File: src/design/dsp_exec_pkg.sv
package dsp_exec_pkg;
  // Register file shape
  localparam int REG_COUNT = 8;
  localparam int SEL_W = 3;
  localparam int INT_W = 32;
  localparam int EXP_W = 8;
  localparam int EXT_W = 40;
  localparam int ADDR_W = 24;
  localparam int SHIFT_W = 6;
  // Field positions inside an extended-precision word
  localparam int EXP_MSB = 39;
  localparam int EXP_LSB = 32;
  localparam int MANT_MSB = 31;
  // Float format constants
  localparam logic [EXP_W-1:0] EXP_OF_ZERO = 8'h80;
  localparam logic [EXP_W-1:0] EXP_BIAS_TOP = 8'h1e;
  // Highest legal trap vector
  localparam logic [4:0] TRAP_VEC_MAX = 5'h1b;
  // Reset values and program counter step
  localparam logic [ADDR_W-1:0] PC_RESET = 24'h000000;
  localparam logic [EXT_W-1:0] EXT_RESET = 40'h0000000000;
  localparam logic [INT_W-1:0] AUX_RESET = 32'h00000000;
  localparam logic [ADDR_W-1:0] PC_STEP = 24'h000001;

  // Instructions handled by this slice
  typedef enum logic [3:0] {
    OP_NOP,
    OP_FLOAT,
    OP_IRQ_ACK,
    OP_IDLE,
    OP_LOW_POWER_WAIT,
    OP_LOAD_EXPONENT_ONLY,
    OP_LOAD_FP_VALUE,
    OP_LOAD_FP_CONDITIONAL,
    OP_LOAD_FP_LOCKED,
    OP_LOAD_INTEGER_VALUE,
    OP_TRAP
  } op_e;
endpackage

File: src/design/int_to_float.sv
`timescale 1ns/1ps
`default_nettype none
module int_to_float
  import dsp_exec_pkg::*;
(
  input wire logic [INT_W-1:0] i_value,
  output logic [EXP_W-1:0] o_exp,
  output logic [INT_W-1:0] o_mant
);
  logic [SHIFT_W-1:0] k;
  logic done;
  logic [INT_W-1:0] shifted;

  // Count redundant sign bits, then normalise; implied bit is dropped
  always_comb begin
    k = '0;
    done = 1'b0;
    for (int i = INT_W - 2; i >= 0; i--) begin
      if (!done && i_value[i] == i_value[INT_W-1]) begin
        k = k + 6'h01;
      end else begin
        done = 1'b1;
      end
    end
    shifted = i_value << k;
    if (i_value == '0) begin
      o_exp = EXP_OF_ZERO;
      o_mant = '0;
    end else begin
      o_exp = EXP_BIAS_TOP - {2'h0, k};
      o_mant = {i_value[INT_W-1], shifted[INT_W-3:0], 1'b0};
    end
  end
endmodule
`default_nettype wire

File: src/design/dsp_load_idle_instr_exec.sv
// Notes on behaviour
// - FLOAT converts the integer source and writes the selected extended register.
// - Interrupt acknowledge does a dummy read and pulses the strobe low then high.
// - Normal idle advances the program counter, then waits for an interrupt.
// - Low-power wait stops internal clocks until the next interrupt restarts execution.
// - Conditional fp load writes only when the condition is true.
// - Locked fp load signals an interlocked operation while loading.
// - Eight auxiliary registers, 0 to 7, selectable by instructions.
// - Eight extended-precision registers, 0 to 7, for loads and conversion.
// - Trap vectors 0 to 27 are accepted, others refused.
`timescale 1ns/1ps
`default_nettype none
module dsp_load_idle_instr_exec
  import dsp_exec_pkg::*;
(
  input wire logic I_SYS_CLK,
  input wire logic I_RSTN,
  input wire logic I_INSTR_VALID,
  input wire dsp_exec_pkg::op_e I_OPCODE,
  input wire logic [dsp_exec_pkg::SEL_W-1:0] I_DST,
  input wire logic I_DST_AUX,
  input wire logic [dsp_exec_pkg::EXT_W-1:0] I_SRC,
  input wire logic [dsp_exec_pkg::ADDR_W-1:0] I_SRC_ADDR,
  input wire logic I_COND_TRUE,
  input wire logic [4:0] I_TRAP_VEC,
  input wire logic I_IRQ_N,
  input wire logic [dsp_exec_pkg::SEL_W-1:0] I_RD_SEL,
  output logic O_READY,
  output logic [dsp_exec_pkg::ADDR_W-1:0] O_PC,
  output logic O_RD_STROBE,
  output logic [dsp_exec_pkg::ADDR_W-1:0] O_RD_ADDR,
  output logic O_IRQ_ACK_STROBE_N,
  output logic O_LOCK,
  output logic O_CLK_RUN,
  output logic O_TRAP_TAKEN,
  output logic O_TRAP_BAD,
  output logic [4:0] O_TRAP_VEC,
  output logic [dsp_exec_pkg::EXT_W-1:0] O_EXT_DATA,
  output logic [dsp_exec_pkg::INT_W-1:0] O_AUX_DATA
);
  import dsp_exec_pkg::*;

  typedef enum logic [1:0] {RUN, ACK_LOW, IDLE_WAIT, SLEEP} state_e;

  state_e state, next_state;
  logic [ADDR_W-1:0] pc, next_pc;
  logic [EXT_W-1:0] ext_prec_reg_n [REG_COUNT];
  logic [EXT_W-1:0] next_ext [REG_COUNT];
  logic [INT_W-1:0] aux_reg_n [REG_COUNT];
  logic [INT_W-1:0] next_aux [REG_COUNT];
  logic rd_strobe, next_rd_strobe;
  logic [ADDR_W-1:0] rd_addr, next_rd_addr;
  logic ack_n, next_ack_n;
  logic lock, next_lock;
  logic trap_taken, next_trap_taken;
  logic trap_bad, next_trap_bad;
  logic [4:0] trap_vec, next_trap_vec;
  logic [EXT_W-1:0] ext_data, next_ext_data;
  logic [INT_W-1:0] aux_data, next_aux_data;
  logic irq_meta, irq_sync;
  logic irq;
  logic accept;
  logic [EXP_W-1:0] conv_exp;
  logic [INT_W-1:0] conv_mant;

  //////////////////////////////////////////////////////////////////////////
  // Interrupt pin crosses in through two flops; only irq_sync reads irq_meta
  always_ff @(posedge I_SYS_CLK) begin
    if (!I_RSTN) begin
      irq_meta <= 1'b1;
      irq_sync <= 1'b1;
    end else begin
      irq_meta <= I_IRQ_N;
      irq_sync <= irq_meta;
    end
  end
  assign irq = !irq_sync;

  // Converter for the integer-to-float instruction
  int_to_float u_conv (
    .i_value(I_SRC[INT_W-1:0]),
    .o_exp(conv_exp),
    .o_mant(conv_mant)
  );

  // Only the run state takes instructions
  assign accept = I_INSTR_VALID && (state == RUN);

  //////////////////////////////////////////////////////////////////////////
  // Next-state and datapath decisions
  always_comb begin
    next_state = state;
    next_pc = pc;
    next_ext = ext_prec_reg_n;
    next_aux = aux_reg_n;
    next_rd_strobe = 1'b0;
    next_rd_addr = rd_addr;
    next_ack_n = 1'b1;
    next_lock = 1'b0;
    next_trap_taken = 1'b0;
    next_trap_bad = 1'b0;
    next_trap_vec = trap_vec;
    next_ext_data = ext_prec_reg_n[I_RD_SEL];
    next_aux_data = aux_reg_n[I_RD_SEL];
    unique case (state)
      RUN: begin
        if (accept) begin
          next_pc = pc + PC_STEP;
          unique case (I_OPCODE)
            OP_FLOAT: begin
              next_ext[I_DST] = {conv_exp, conv_mant};
            end
            OP_IRQ_ACK: begin
              // Dummy read and strobe low for one cycle
              next_rd_strobe = 1'b1;
              next_rd_addr = I_SRC_ADDR;
              next_ack_n = 1'b0;
              next_state = ACK_LOW;
            end
            OP_IDLE: begin
              next_state = IDLE_WAIT;
            end
            OP_LOW_POWER_WAIT: begin
              next_state = SLEEP;
            end
            OP_LOAD_EXPONENT_ONLY: begin
              // Mantissa is kept, only exponent bits replaced
              next_ext[I_DST][EXP_MSB:EXP_LSB] =
                I_SRC[EXP_MSB:EXP_LSB];
            end
            OP_LOAD_FP_VALUE: begin
              next_ext[I_DST] = I_SRC;
            end
            OP_LOAD_FP_CONDITIONAL: begin
              if (I_COND_TRUE) begin
                next_ext[I_DST] = I_SRC;
              end
            end
            OP_LOAD_FP_LOCKED: begin
              next_ext[I_DST] = I_SRC;
              next_lock = 1'b1;
            end
            OP_LOAD_INTEGER_VALUE: begin
              // Integer goes to an address register or a mantissa field
              if (I_DST_AUX) begin
                next_aux[I_DST] = I_SRC[INT_W-1:0];
              end else begin
                next_ext[I_DST][MANT_MSB:0] = I_SRC[INT_W-1:0];
              end
            end
            OP_TRAP: begin
              if (I_TRAP_VEC <= TRAP_VEC_MAX) begin
                next_trap_taken = 1'b1;
                next_trap_vec = I_TRAP_VEC;
              end else begin
                next_trap_bad = 1'b1;
              end
            end
            default: begin
            end
          endcase
        end
      end
      ACK_LOW: begin
        next_state = RUN; // Strobe returns high here
      end
      IDLE_WAIT: begin
        if (irq) begin
          next_state = RUN;
        end
      end
      SLEEP: begin
        // The interrupt path and the register readback stay awake while clocks are stopped
        if (irq) begin
          next_state = RUN;
        end
      end
    endcase
  end

  //////////////////////////////////////////////////////////////////////////
  // Registers
  always_ff @(posedge I_SYS_CLK) begin
    if (!I_RSTN) begin
      state <= RUN;
      pc <= PC_RESET;
      for (int i = 0; i < REG_COUNT; i++) begin
        ext_prec_reg_n[i] <= EXT_RESET;
        aux_reg_n[i] <= AUX_RESET;
      end
      rd_strobe <= 1'b0;
      rd_addr <= '0;
      ack_n <= 1'b1;
      lock <= 1'b0;
      trap_taken <= 1'b0;
      trap_bad <= 1'b0;
      trap_vec <= '0;
      ext_data <= EXT_RESET;
      aux_data <= AUX_RESET;
    end else begin
      state <= next_state;
      pc <= next_pc;
      ext_prec_reg_n <= next_ext;
      aux_reg_n <= next_aux;
      rd_strobe <= next_rd_strobe;
      rd_addr <= next_rd_addr;
      ack_n <= next_ack_n;
      lock <= next_lock;
      trap_taken <= next_trap_taken;
      trap_bad <= next_trap_bad;
      trap_vec <= next_trap_vec;
      ext_data <= next_ext_data;
      aux_data <= next_aux_data;
    end
  end

  // Outputs
  assign O_READY = (state == RUN);
  assign O_PC = pc;
  assign O_RD_STROBE = rd_strobe;
  assign O_RD_ADDR = rd_addr;
  assign O_IRQ_ACK_STROBE_N = ack_n;
  assign O_LOCK = lock;
  assign O_CLK_RUN = (state != SLEEP); // Run enable for core clocks, low while asleep
  assign O_TRAP_TAKEN = trap_taken;
  assign O_TRAP_BAD = trap_bad;
  assign O_TRAP_VEC = trap_vec;
  assign O_EXT_DATA = ext_data;
  assign O_AUX_DATA = aux_data;
endmodule
`default_nettype wire

File: config.mk
export PLATFORM = sky130hd
export DESIGN_NAME = dsp_load_idle_instr_exec
export DESIGN_NICKNAME = d
export VERILOG_FILES = /design/src/design/dsp_exec_pkg.sv /design/src/design/int_to_float.sv /design/src/design/dsp_load_idle_instr_exec.sv
export SDC_FILE = /design/constraint.sdc
export NUM_CORES = 2
export LEC_CHECK = 0
export BUFFER_PORTS_ARGS = -buffer_cell sky130_fd_sc_hd__clkbuf_2
export CORE_MARGIN = 5
export CORE_UTILIZATION = 40
export DETAILED_ROUTE_END_ITERATION = 10
export SYNTH_ARGS = -nofsm -noshare
export SYNTH_HDL_FRONTEND = slang
export SYNTH_HIERARCHICAL = 1
export SYNTH_SLANG_ARGS = --single-unit
File: constraint.sdc
create_clock -name I_SYS_CLK -period 20.6 [get_ports I_SYS_CLK]
set_input_delay 2.06 -clock I_SYS_CLK [delete_from_list [all_inputs] [get_ports I_SYS_CLK]]
set_output_delay 2.06 -clock I_SYS_CLK [all_outputs]
set_load 0.05 [all_outputs]
==> out/qor.csv <==
stage,metric,value,unit
status,outcome,"complete, but fails checks",
status,failing checks,setup timing,
clock_network,Clock Sinks,710,
timing,fin. max-slew vios,0,
floorplan,row cnt,108,
detailed_routing,DRC,0,
yosys,Netlist cell types,101,
floorplan,I/O pin cnt,217,
timing,FMAX,47.8,MHz
grt,largest net degree at the start of global routing,137,
finish,Nets,4207,
finish,layout cells sized above 1,0.243,
yosys,post-synth net total,4036,
yosys,Cells after Synth,3920,
placed_design,hpwl dp,69400,µm
timing,Final Critical Period,20.92,ns
clock_network,Max H-tree Level,3,
setup_path,Worst R2R Setup Slack,16.96,ns
timing,Post-Route Skew,0.0224,ns
timing,final setup margin,-0.319,ns
setup_path,crit-path max FO,8,
pwr,Max VDD drop,0.0608,mV
setup_path,critical path required time,21.07,ns
run,max cap viols,0,
setup_path,Critical Path Start Type,primary input,
setup_path,"slowest stage delay, CP",0.35,ns
timing,final hold vios,0,
finish,Multi-input gate area,20900,µm²
setup_path,Crit path arrival time,21.39,ns
placed_design,Port Buf Inserts,216,
min_path,Cells on Worst Hold Path,1,
detailed_routing,vias per cell,5.93,
yosys,prevailing post-synth register cell,dfxtp_1,
detailed_routing,routed vias,31500,
clock_network,total CTS buffers,78,
floorplan,DIE AREA,93800,µm²
setup_path,Critical Path Most Common Cell,ha_4,
setup_path,reg2reg end,ext_prec_reg_n[46],
floorplan,core area,87000,µm²
yosys,mean post-synth cell area,8.96,µm²
pwr,overall power,3.31,mW
yosys,"FF+latch count, synth",710,
grt,first-pass GRT wire length,182000,µm
setup_path,Setup crit end kind,register,
finish,register area,14200,µm²
grt,initial antenna violation count,9,
timing,headroom to the max-slew limit,0.213,
timing,Final Setup Violations,207,
yosys,Post-synth EDFFs,0,
clock_network,clk buf depth,3,
detailed_routing,final WL,120000,µm
clock_network,CTS root buffer,clkbuf_16,
finish,Layout area overhead,21.1,%
yosys,warnings from Yosys,6,
floorplan,die width,306,µm
floorplan,Starting Density,0.404,
floorplan,Die Y,306,µm
pwr,PwrDens,77.8,nW/µm²
timing,Least-Margin Pin Slew,1.18,ns
setup_path,r2r startpoint,state[0],
clock_network,CTS tree,built,
min_path,HP Start,irq_meta,
finish,Filler cells,8075,
pwr,Leak Pwr,15.2,nW
grt,gr usage total,0.242,
setup_path,worst reg2reg path depth,6,
clock_network,"Clk pin slew, worst setup/hold paths",0.06,ns
yosys,register area share after synthesis,0.405,
timing,sum of negative setup slack,-26.09,ns
grt,vias in the first global route,30000,
detailed_routing,ANT nets after route,0,
detailed_routing,DR iter-0 viols,3292,
yosys,Post-Syn Area,35100,µm²
min_path,Hold Crit Class,reg2reg,
min_path,worst min-delay path endpoint,irq_sync,
detailed_routing,DRT Pass-1 Iters,5,
timing,RSZ-0062 raised after global routing,yes,
clock_network,Skew-Pair Late Insertion Delay,0.63,ns
grt,gr ovfl total,0,
placed_design,GP Congestion,0.936,
yosys,Post-synth ARST share,0,
setup_path,CP Class,in2reg,
timing,WHS,0.415,ns
detailed_routing,routed wire length per instance,22.5,µm
timing,Final period util,1.02,
setup_path,Slowest cell on crit path,ha_1,
clock_network,CTS Hold Bufs,0,
## stage by stage
step | worst slack (ns) | cells | util | cell area (µm²)
after detailed placement | -1.24 | 5108 | 0.441 | 38400
after CTS | 0.00396 | 5286 | 0.477 | 41500
final | -0.319 | 5310 | 0.489 | 42600
after global routing | -1.12 | 5309 | 0.489 | 42600
after floorplan | -0.324 | 3920 | - | 35600
after global placement | -0.832 | 5108 | 0.441 | 38400
## placed cells by master, fill, tap and decap left out, drive strengths merged, types with 41 or more instances in the layout
| cell type | instances |
|---|---|
| o2bb2ai | 128 |
| o211ai | 132 |
| a22o | 41 |
| mux2i | 155 |
| xnor2 | 56 |
| nand2 | 718 |
| buf | 245 |
| a21oi | 351 |
| clkbuf | 320 |
| o21ai | 181 |
| nor2 | 213 |
| nand4 | 155 |
| nand3 | 46 |
| dfxtp | 710 |
| mux4 | 144 |
## worst max-delay path: cells and delay by family
family	cells	cell delay, ns
and+or+nand+nor	18	1.78
buffers and inverters	10	1.19
adders and majority gates	28	7.40
muxes	22	4.44
AOI/OAI and AO/OA	28	4.51
## Yosys cell counts, drive strengths merged (9+ instances only)
cell type / count / area (µm²)
nor4: 15 / 100
inv: 25 / 93.8
o22ai: 35 / 238
nor2b: 28 / 175
mux4: 144 / 3240
a31oi: 14 / 103
nand4: 155 / 970
mux2i: 155 / 1550
and2: 32 / 200
xnor3: 9 / 205
and3: 15 / 93.8
xor2: 39 / 349
ha: 31 / 388
a22oi: 38 / 290
nor3: 37 / 190
a21o: 17 / 135
nand2b: 17 / 114
nor2: 213 / 810
o2bb2ai: 128 / 1120
nand2: 718 / 2710
nand3: 46 / 230
o21ai: 181 / 906
or3: 14 / 87.6
nor3b: 14 / 115
clkbuf: 267 / 1000
mux2: 27 / 304
a21oi: 351 / 1760
dfxtp: 710 / 14200
a22o: 41 / 359
buf: 99 / 498
o211ai: 132 / 991
a211oi: 14 / 105
xnor2: 56 / 524
## logic make-up after synthesis
group | Yosys count | share of synthesized area
and+or+nand+nor | 1346 | 0.175
other | 1 | 0.000107
AOI/OAI and AO/OA | 1008 | 0.186
DFF | 710 | 0.405
muxes | 326 | 0.145
adders and majority gates | 31 | 0.0110
buffers and inverters | 391 | 0.0454
xor gates and xnor gates | 107 | 0.0328
## how the worst max path moves through the flow
stage,slack (ns),from,to
detailed placement,-1.24,I_SRC[31],ext_prec_reg_n[88]
finish,-0.32,I_SRC[30],ext_prec_reg_n[139]
floorplan,-0.32,I_SRC[31],ext_prec_reg_n[64]
CTS,0.004,I_SRC[31],ext_prec_reg_n[138]
global placement,-0.83,I_SRC[30],ext_prec_reg_n[99]
global route,-1.12,I_SRC[30],ext_prec_reg_n[29]
## per-layer routing
metal | track usage | vias up | part of all wire
li1 | - | 14600 | -
met1 | 0.346 | 15400 | 0.44
met2 | 0.384 | 1349 | 0.45
met3 | 0.0370 | 197 | 0.079
met4 | 0.0695 | 6 | 0.028
met5 | 0 | - | 0.00029
## area by class of cell
cell class,count,share of cell area
repair buffers,457,0.0762
well taps,1155,0.0340
clock buffers,108,0.0527
clock inverters,30,0.00812
multi-input cells,2819,0.492
flip-flops and latches,710,0.334
inverters,25,0.00244
diodes,6,0.000353
## report_power, final
part | internal [mW] | switching, mW
Sequential | 1.38 | 0.00712
Clock | 0.829 | 0.588
Combinational | 0.201 | 0.300
## flip-flops by register name (all words and copies together) (netlist names)
name	flops
O_IRQ_ACK_STROBE_N	1
irq_sync	1
O_EXT_DATA	40
O_LOCK	1
O_RD_STROBE	1
O_TRAP_VEC	5
O_AUX_DATA	32
ext_prec_reg_n	320
O_TRAP_TAKEN	1
aux_reg_n	256
O_PC	24
O_RD_ADDR	24
irq_meta	1
state	2
O_TRAP_BAD	1
## repair_timing
action / in CTS / in global routing
pin swaps: 45 / 107
setup endpoints to repair: 289 / 296
gates resized for setup: 35 / 168
cloned: 1 / 0
setup buffers: 40 / 18
Note: power is estimated with default switching activity, not from simulation.
